<file path="src/common/ddr4ci_defs.svh">
`ifndef DDR4CI_DEFS_SVH
`define DDR4CI_DEFS_SVH

// Device organisation straps
`define DDR4CI_ORG_X4 2'h0
`define DDR4CI_ORG_X8 2'h1
`define DDR4CI_ORG_X16 2'h2

// Stack height straps
`define DDR4CI_STACK_1H 2'h0
`define DDR4CI_STACK_2H 2'h1
`define DDR4CI_STACK_4H 2'h2
`define DDR4CI_STACK_8H 2'h3

// Chip ID masks per stack height
`define DDR4CI_CID_MASK_1H 3'h0
`define DDR4CI_CID_MASK_2H 3'h1
`define DDR4CI_CID_MASK_4H 3'h3
`define DDR4CI_CID_MASK_8H 3'h7

// Field positions on the address pins
`define DDR4CI_AP_BIT 10
`define DDR4CI_BC_BIT 12
`define DDR4CI_COL_MSB 9

// Command codes on {row, column, write-enable} pins with the
// activate pin high
`define DDR4CI_RCW_MRS 3'h0
`define DDR4CI_RCW_REF 3'h1
`define DDR4CI_RCW_PRE 3'h2
`define DDR4CI_RCW_RFU 3'h3
`define DDR4CI_RCW_WR 3'h4
`define DDR4CI_RCW_RD 3'h5
`define DDR4CI_RCW_ZQC 3'h6
`define DDR4CI_RCW_NOP 3'h7

// Sizes
`define DDR4CI_NBANK 16

// Reset values
`define DDR4CI_RST_BANKS 16'h0000
`define DDR4CI_RST_CKE 1'h0

`endif

</file>
<file path="src/common/ddr4ci_pkg.sv">
package ddr4ci_pkg;

  typedef enum logic [3:0] {
    DDR4CI_OP_NONE = 4'h0,
    DDR4CI_OP_ACT = 4'h1,
    DDR4CI_OP_RD = 4'h2,
    DDR4CI_OP_WR = 4'h3,
    DDR4CI_OP_PRE = 4'h4,
    DDR4CI_OP_REF = 4'h5,
    DDR4CI_OP_MRS = 4'h6,
    DDR4CI_OP_ZQC = 4'h7,
    DDR4CI_OP_SRE = 4'h8,
    DDR4CI_OP_RFU = 4'h9
  } ddr4ci_op_t;

  typedef enum logic [3:0] {
    DDR4CI_PS_ACTIVE = 4'h1,
    DDR4CI_PS_PPD = 4'h2,
    DDR4CI_PS_APD = 4'h4,
    DDR4CI_PS_SREF = 4'h8
  } ddr4ci_pwr_t;

  // Command/address pins as sampled at the clock crossing
  typedef struct packed {
    logic cs_n;
    logic act_n;
    logic ras_n_a16;
    logic cas_n_a15;
    logic we_n_a14;
    logic a17;
    logic [13:0] a;
    logic [1:0] bg;
    logic [1:0] ba;
    logic [2:0] cid;
  } ddr4ci_ca_t;

  // Decoded command
  typedef struct packed {
    logic valid;
    ddr4ci_op_t op;
    logic [1:0] bg;
    logic [1:0] ba;
    logic [17:0] row;
    logic [9:0] col;
    logic auto_pre;
    logic burst_chop;
    logic pre_all;
    logic [13:0] opcode;
    logic [2:0] mr_sel;
    logic [2:0] die;
  } ddr4ci_cmd_t;

endpackage

</file>
<file path="src/rtl/ddr4ci_ca_decode.sv">
// Contract
// - Row address taken on activate, column address on read or write
// - Mode register set loads op-code from address pins
// - A17 used only by x4 organisation
// - A10 high on read/write requests auto precharge
// - A10 on precharge: low one bank, high all banks
// - Single-bank precharge target from bank group and bank pins
// - A12 high full burst, low on-the-fly burst chop
// - Activate decoded when activate pin low with chip select
// - During activate, row/column/write pins are row bits 16,15,14
// - Bank pins pick bank for activate/read/write/precharge and mode reg
// - Bank group pins pick group; x16 uses only group bit 0
// - Stacked dies decode chip ID as part of command
// - All command/address inputs sampled on rising clock edge
// - Clock enable low enters precharge/active power-down or self refresh
// - Clock enable rise exits self refresh without command clocking
// - Power-down disables inputs except clock, ODT, reset, clock enable
// - Self refresh disables inputs except clock enable and reset
// - Commands ignored while chip select high
// - Chip select is part of command code, selects rank
// - Activate pin high: row/column/write pins encode command
// - Reset low holds device in reset; normal only while high
`timescale 1ns/100ps
`include "ddr4ci_defs.svh"

module ddr4ci_ca_decode
  import ddr4ci_pkg::*;
(
  input wire logic sys_clk,
  input wire logic rst_n,
  input wire logic clk_en,
  input wire ddr4ci_ca_t ca,
  input wire logic cke,
  input wire logic [1:0] org,
  input wire logic [1:0] stack,
  input wire logic [2:0] die_id,
  output ddr4ci_cmd_t cmd,
  output ddr4ci_pwr_t pwr_state,
  output logic [15:0] bank_open,
  output logic ibuf_ca_en,
  output logic ibuf_ck_odt_en,
  output logic dev_ready
);

  ddr4ci_cmd_t cmd_ff;
  ddr4ci_cmd_t nxt_cmd;
  ddr4ci_pwr_t pwr_ff;
  ddr4ci_pwr_t nxt_pwr;
  logic cke_ff;
  logic ibuf_ca_en_ff;
  logic nxt_ibuf_ca_en;
  logic ibuf_ck_odt_en_ff;
  logic nxt_ibuf_ck_odt_en;
  logic ready_ff;
  logic [15:0] open_w;

  // Organisation straps
  wire is_x4 = (org == `DDR4CI_ORG_X4);
  wire is_x16 = (org == `DDR4CI_ORG_X16);

  // Chip ID bits in use; x16 never stacks this way
  logic [2:0] cid_mask;
  always_comb begin
    case (stack)
      `DDR4CI_STACK_2H: cid_mask = `DDR4CI_CID_MASK_2H;
      `DDR4CI_STACK_4H: cid_mask = `DDR4CI_CID_MASK_4H;
      `DDR4CI_STACK_8H: cid_mask = `DDR4CI_CID_MASK_8H;
      default: cid_mask = `DDR4CI_CID_MASK_1H;
    endcase
    if (is_x16) begin
      cid_mask = `DDR4CI_CID_MASK_1H;
    end
  end

  // Chip select and chip ID form part of the command code
  wire sel = ~ca.cs_n;
  wire die_hit = (((ca.cid ^ die_id) & cid_mask) == 3'h0);

  // Command/address buffers live only in normal operation with the
  // previous clock enable high; pins are sampled at the rising edge
  wire ca_live = (pwr_ff == DDR4CI_PS_ACTIVE) & cke_ff;
  wire take = sel & die_hit & ca_live;

  wire [2:0] rcw = {ca.ras_n_a16, ca.cas_n_a15, ca.we_n_a14};
  wire non_act = take & ca.act_n;
  wire is_act = take & ~ca.act_n;
  wire is_mrs = non_act & (rcw == `DDR4CI_RCW_MRS);
  wire is_refc = non_act & (rcw == `DDR4CI_RCW_REF);
  wire is_ref = is_refc & cke;
  wire is_sre = is_refc & ~cke;
  wire is_pre = non_act & (rcw == `DDR4CI_RCW_PRE);
  wire is_rfu = non_act & (rcw == `DDR4CI_RCW_RFU);
  wire is_wr = non_act & (rcw == `DDR4CI_RCW_WR);
  wire is_rd = non_act & (rcw == `DDR4CI_RCW_RD);
  wire is_zqc = non_act & (rcw == `DDR4CI_RCW_ZQC);
  wire is_rw = is_rd | is_wr;

  // Qualifiers
  wire ap_bit = ca.a[`DDR4CI_AP_BIT];
  wire auto_pre = is_rw & ap_bit;
  wire pre_all = is_pre & ap_bit;
  wire chop = is_rw & ~ca.a[`DDR4CI_BC_BIT];

  // Group bit 1 does not exist on x16
  wire [1:0] bg_eff = {ca.bg[1] & ~is_x16, ca.bg[0]};
  wire [3:0] bank_idx = {bg_eff, ca.ba};

  // Row: A17 only on x4; command pins double as A16..A14
  wire a17_eff = ca.a17 & is_x4;
  wire [17:0] row_addr = {a17_eff, ca.ras_n_a16, ca.cas_n_a15,
                          ca.we_n_a14, ca.a};
  wire [9:0] col_addr = ca.a[`DDR4CI_COL_MSB:0];

  wire any_open = |open_w;

  // Clock enable falling edge in normal operation
  wire cke_fall = ca_live & ~cke;
  wire cke_rise = ~cke_ff & cke;

  // Decoded command; nothing is decoded while buffers are off
  always_comb begin
    nxt_cmd = '0;
    nxt_cmd.bg = bg_eff;
    nxt_cmd.ba = ca.ba;
    nxt_cmd.die = ca.cid & cid_mask;
    if (is_act) begin
      nxt_cmd.valid = 1'b1;
      nxt_cmd.op = DDR4CI_OP_ACT;
      nxt_cmd.row = row_addr;
    end else if (is_rw) begin
      nxt_cmd.valid = 1'b1;
      nxt_cmd.op = is_rd ? DDR4CI_OP_RD : DDR4CI_OP_WR;
      nxt_cmd.col = col_addr;
      nxt_cmd.auto_pre = auto_pre;
      nxt_cmd.burst_chop = chop;
    end else if (is_pre) begin
      nxt_cmd.valid = 1'b1;
      nxt_cmd.op = DDR4CI_OP_PRE;
      nxt_cmd.pre_all = pre_all;
    end else if (is_mrs) begin
      nxt_cmd.valid = 1'b1;
      nxt_cmd.op = DDR4CI_OP_MRS;
      nxt_cmd.opcode = ca.a;
      nxt_cmd.mr_sel = {ca.bg[0], ca.ba};
    end else if (is_ref) begin
      nxt_cmd.valid = 1'b1;
      nxt_cmd.op = DDR4CI_OP_REF;
    end else if (is_sre && !any_open) begin
      nxt_cmd.valid = 1'b1;
      nxt_cmd.op = DDR4CI_OP_SRE;
    end else if (is_zqc) begin
      nxt_cmd.valid = 1'b1;
      nxt_cmd.op = DDR4CI_OP_ZQC;
    end else if (is_rfu) begin
      nxt_cmd.valid = 1'b1;
      nxt_cmd.op = DDR4CI_OP_RFU;
    end
  end

  // Power state; self refresh needs every bank idle, otherwise a
  // refresh with clock enable low falls back to power-down
  always_comb begin
    nxt_pwr = pwr_ff;
    case (pwr_ff)
      DDR4CI_PS_ACTIVE: begin
        if (cke_fall) begin
          if (is_sre && !any_open) begin
            nxt_pwr = DDR4CI_PS_SREF;
          end else if (any_open) begin
            nxt_pwr = DDR4CI_PS_APD;
          end else begin
            nxt_pwr = DDR4CI_PS_PPD;
          end
        end
      end
      DDR4CI_PS_PPD, DDR4CI_PS_APD: begin
        if (cke_rise) begin
          nxt_pwr = DDR4CI_PS_ACTIVE;
        end
      end
      DDR4CI_PS_SREF: begin
        // Clock enable watched directly, no command clocking needed
        if (cke) begin
          nxt_pwr = DDR4CI_PS_ACTIVE;
        end
      end
      default: begin
        nxt_pwr = DDR4CI_PS_ACTIVE;
      end
    endcase
  end

  // Input buffer enables follow the next power state
  always_comb begin
    nxt_ibuf_ca_en = 1'b0;
    nxt_ibuf_ck_odt_en = 1'b0;
    case (nxt_pwr)
      DDR4CI_PS_ACTIVE: begin
        nxt_ibuf_ca_en = 1'b1;
        nxt_ibuf_ck_odt_en = 1'b1;
      end
      DDR4CI_PS_PPD, DDR4CI_PS_APD: begin
        nxt_ibuf_ck_odt_en = 1'b1;
      end
      DDR4CI_PS_SREF: begin
        nxt_ibuf_ck_odt_en = 1'b0;
      end
      default: begin
        nxt_ibuf_ca_en = 1'b0;
      end
    endcase
  end

  // Bank open flags; activate opens, precharge or auto precharge closes.
  // Auto precharge closes at once: access timing is not modelled here.
  genvar gi;
  generate
    for (gi = 0; gi < `DDR4CI_NBANK; gi = gi + 1) begin : g_bank
      wire hit = (bank_idx == 4'(gi));
      wire set_w = is_act & hit;
      wire clr_w = (is_pre & (pre_all | hit)) | (auto_pre & hit);
      ddr4ci_bank #(
        .IDX(gi)
      ) u_bank (
        .sys_clk(sys_clk),
        .rst_n(rst_n),
        .clk_en(clk_en),
        .set_open(set_w),
        .clr_open(clr_w),
        .open_row(open_w[gi])
      );
    end
  endgenerate

  // Reset low holds everything idle with buffers off
  always_ff @(posedge sys_clk) begin
    if (!rst_n) begin
      cmd_ff <= '0;
      pwr_ff <= DDR4CI_PS_ACTIVE;
      cke_ff <= `DDR4CI_RST_CKE;
      ibuf_ca_en_ff <= 1'b0;
      ibuf_ck_odt_en_ff <= 1'b0;
      ready_ff <= 1'b0;
    end else if (clk_en) begin
      cmd_ff <= nxt_cmd;
      pwr_ff <= nxt_pwr;
      cke_ff <= cke;
      ibuf_ca_en_ff <= nxt_ibuf_ca_en;
      ibuf_ck_odt_en_ff <= nxt_ibuf_ck_odt_en;
      ready_ff <= 1'b1;
    end
  end

  assign cmd = cmd_ff;
  assign pwr_state = pwr_ff;
  assign bank_open = open_w;
  assign ibuf_ca_en = ibuf_ca_en_ff;
  assign ibuf_ck_odt_en = ibuf_ck_odt_en_ff;
  assign dev_ready = ready_ff;

endmodule

</file>
<file path="src/rtl/ddr4ci_bank.sv">
`timescale 1ns/100ps
`include "ddr4ci_defs.svh"

// One bank's open-row flag
module ddr4ci_bank #(
  parameter int IDX = 0
) (
  input wire logic sys_clk,
  input wire logic rst_n,
  input wire logic clk_en,
  input wire logic set_open,
  input wire logic clr_open,
  output logic open_row
);

  logic open_ff;
  logic nxt_open;

  // Activate beats a precharge in the same cycle
  assign nxt_open = set_open ? 1'b1 : (clr_open ? 1'b0 : open_ff);
  assign open_row = open_ff;

  always_ff @(posedge sys_clk) begin
    if (!rst_n) begin
      open_ff <= 1'(`DDR4CI_RST_BANKS >> IDX);
    end else if (clk_en) begin
      open_ff <= nxt_open;
    end
  end

endmodule

</file>
<file path="config.mk">
export PLATFORM = sky130hd
export DESIGN_NAME = ddr4ci_ca_decode
export DESIGN_NICKNAME = d
export VERILOG_FILES = /design/src/common/ddr4ci_pkg.sv /design/src/rtl/ddr4ci_ca_decode.sv /design/src/rtl/ddr4ci_bank.sv
export VERILOG_INCLUDE_DIRS = /design/src /design/src/common
export SDC_FILE = /design/constraint.sdc
export NUM_CORES = 1
export LEC_CHECK = 0
export BUFFER_PORTS_ARGS = -buffer_cell sky130_fd_sc_hd__buf_2
export CAP_MARGIN = 20
export CORE_MARGIN = 2
export CORE_UTILIZATION = 51
export CTS_CLUSTER_SIZE = 14
export DETAILED_ROUTE_END_ITERATION = 8
export GPL_ROUTABILITY_DRIVEN = 0
export GPL_TIMING_DRIVEN = 0
export HOLD_SLACK_MARGIN = 0.05
export PLACE_DENSITY = 0.8
export SYNTH_ARGS = -nofsm -noshare
export SYNTH_HDL_FRONTEND = slang
export SYNTH_SLANG_ARGS = --single-unit
</file>
<file path="constraint.sdc">
create_clock -name sys_clk -period 2.2 [get_ports sys_clk]
set_clock_uncertainty 0.15 [all_clocks]
set_input_delay 0.11 -clock sys_clk [delete_from_list [all_inputs] [get_ports sys_clk]]
set_output_delay 0.11 -clock sys_clk [all_outputs]
set_load 0.1 [all_outputs]
</file>
==> results.md <==
- Max FO, Critical Path: 10
- Fillers: 593
- Grt total ovfl: 0
- Avg WL per Cell: 16.5 µm
- CTS Buffer Depth: 2
- Synth warn: 0
- Yosys top cell area share: 42.8%
- Reg2Reg Setup Slack: 130 ps
- Die width: 91.8 µm
- H-tree Lvls: 3
- GRT Total Usage: 26.7%
- CTS tree: built
- Tcrit/Tclk final: 95.5%
- Mapped Cells: 424
- Antenna violations before repair: 0
- Flops & latches, synth: 84
- Largest net degree at the start of global routing: 18
- Die H: 91.8 µm
- PwrDens: 598 nW/µm²
- Async set-reset flop share out of synthesis: 0%
- # IOs: 121
- # setup viols final: 0
- DR iter-0 viols: 274
- Type of origin of the critical path: input port
- Initial Util: 51.6%
- Total Neg Setup Slack: 0 ps
- Routed wire length on met2: 5.47 mm
- Clock insertion delay at the later pin of the skew report: 370 ps
- Final instance area: 5250 µm²
- Post-DP HPWL: 8.02 mm
- Max Used Layer: met4
- Leak: 2.29 nW
- Fmax: 476 MHz
- CTS Buf Count: 9
- Drt drc: 0
- Port Buffers: 120
- Layout area overhead: 33.7%
- Fin util: 69.0%
- Period minus WS final: 2100 ps
- Synth Flop Type: dfxtp_1
- Count leader, synth: dfxtp_1
- Final hold vios: 0
- Register area share after synthesis: 42.8%
- WS Path Type: input port to flop
- Rel. slew slack: 33.4%
- Synth top cells by count: dfxtp_1 (84), nand2_1 (40), a21oi_1 (24)
- Synthesized cell area: 3930 µm²
- Worst-Margin Slew: 996 ps
- Clk root buf: clkbuf_8
- Total nets after synthesis: 462
- Clock transition at path regs: 90 ps
- Synth cell types: 59
- Vias in the first global route: 3656
- Placed cell area: 4660 µm²
- First-pass GRT wire length: 17.9 mm
- Clk sinks: 84
- DRT Pass-1 Iters: 5
- Syn avg cell area: 9.27 µm²
- Layout Nets: 627
- Crit path DAT: 2250 ps
- Vias post-DR: 3898
- Hold slack: 123 ps
- Placed cells: 646
- # diodes: 0
- Synth top area cells: dfxtp_1 (43%), a22o_2 (3.8%), buf_4 (3.8%), nand2_1 (3.8%), mux2i_1 (3.6%)
- Fraction of layout cells with a size suffix above 1: 36.0%
- Final Instance Count excl. Fillers: 696
- Dpl ws: -38.6 ps
- EDFF count, synth: 0
- Core area: 7610 µm²
- Remaining antenna violation count after routing: 0
- Worst Hold Class: input port to flop
- Met3 WL: 701 µm
- Max-slew violations: 0
- Standard-cell rows: 32
- Max Cap Viol: 0
- Synth area leader: dfxtp_1
- Met1 WL: 4.99 mm
- Vias per cell: 5.60
- Maximum VDD drop: 0.301 mV
- Tot Pwr: 3.14 mW
- Kind of end point of the critical path: flop
- Req. time, crit path: 2350 ps
- Post-route setup slack: 97.9 ps
- Status: complete, no violations
- Die area: 8420 µm²
- Drt total wl: 11.5 mm
==> what timing repair did <==
| action | in CTS | in global routing |
|---|---|---|
| hold buffers | 29 | 0 |
| endpoints found under the setup margin | 12 | 55 |
| gates resized for setup | 1 | 14 |
| endpoints found under the hold margin | 54 | 0 |
| setup buffers | 2 | 3 |
| pin swaps | 2 | 6 |
==> placed cells by master (no fill, tap or decap), drive strengths merged, types with 16 or more instances in the layout <==
master / synthesis / layout
a21boi: 17 / 17
nand2: 41 / 41
clkbuf: 14 / 23
nor2b: 23 / 23
dlygate4sd3: 0 / 29
nor2: 19 / 19
a21oi: 24 / 24
dfxtp: 84 / 84
a31oi: 16 / 16
a22o: 16 / 16
buf: 34 / 159
nor3b: 17 / 17
==> area by class of cell <==
| type | instances | area (µm²) | area share (%) |
|---|---|---|---|
| buffer | 48 | 304 | 5.79 |
| clock buffer | 9 | 124 | 2.36 |
| clock inverter | 7 | 68.8 | 1.31 |
| inverter | 4 | 15.0 | 0.286 |
| multi-input combinational | 288 | 1990 | 38.0 |
| sequential | 84 | 1690 | 32.2 |
| tap | 102 | 128 | 2.43 |
| timing repair buffer | 154 | 928 | 17.7 |
==> cells by family after synthesis <==
family	Yosys count	share of synthesized area (%)
buffers and inverters	52	8.09
XOR/XNOR	5	1.11
AND/OR/NAND/NOR	147	21.0
multiplexers	14	3.57
AO/OA/AOI/OAI	122	23.4
flip-flops	84	42.8
==> worst max-delay path, cell delays in order <==
cell and delay, ps:
buf_2 140, buf_1 520, clkbuf_1 500, nand4_1 210, dlygate4sd3_1 610, a21boi_0 150
==> flip-flops by register name, summed over array words and instances, names as in the netlist <==
| register | cells |
|---|---|
| g_bank.u_bank.open_row | 16 |
| dev_ready | 1 |
| pwr_state | 4 |
| cmd | 60 |
| cke_ff | 1 |
| ibuf_ca_en | 1 |
| ibuf_ck_odt_en | 1 |
==> worst paths after layout <==
check / startpoint / to / cells past startpoint
min: stack[1] / cmd[0] / 4
max reg2reg: pwr_state[1] / g_bank[7].u_bank.open_row / 7
max: clk_en / cmd[2] / 6
min reg2reg: dev_ready / dev_ready / 1
==> metal layers <==
layer  vias up  global-route usage, %
met3        32                   5.34
li1       1854                      -
met5         -                      0
met4         0                   11.4
met2       159                   43.8
met1      1853                   34.2
==> power breakdown <==
| part | switching (mW) | internal [mW] | leakage [nW] | total, mW |
|---|---|---|---|---|
| clock | 0.635 | 0.437 | 0.0911 | 1.07 |
| sequential | 0.0127 | 1.54 | 0.682 | 1.55 |
| combinational | 0.361 | 0.156 | 1.52 | 0.517 |
Note: power is estimated with default switching activity, not from simulation.
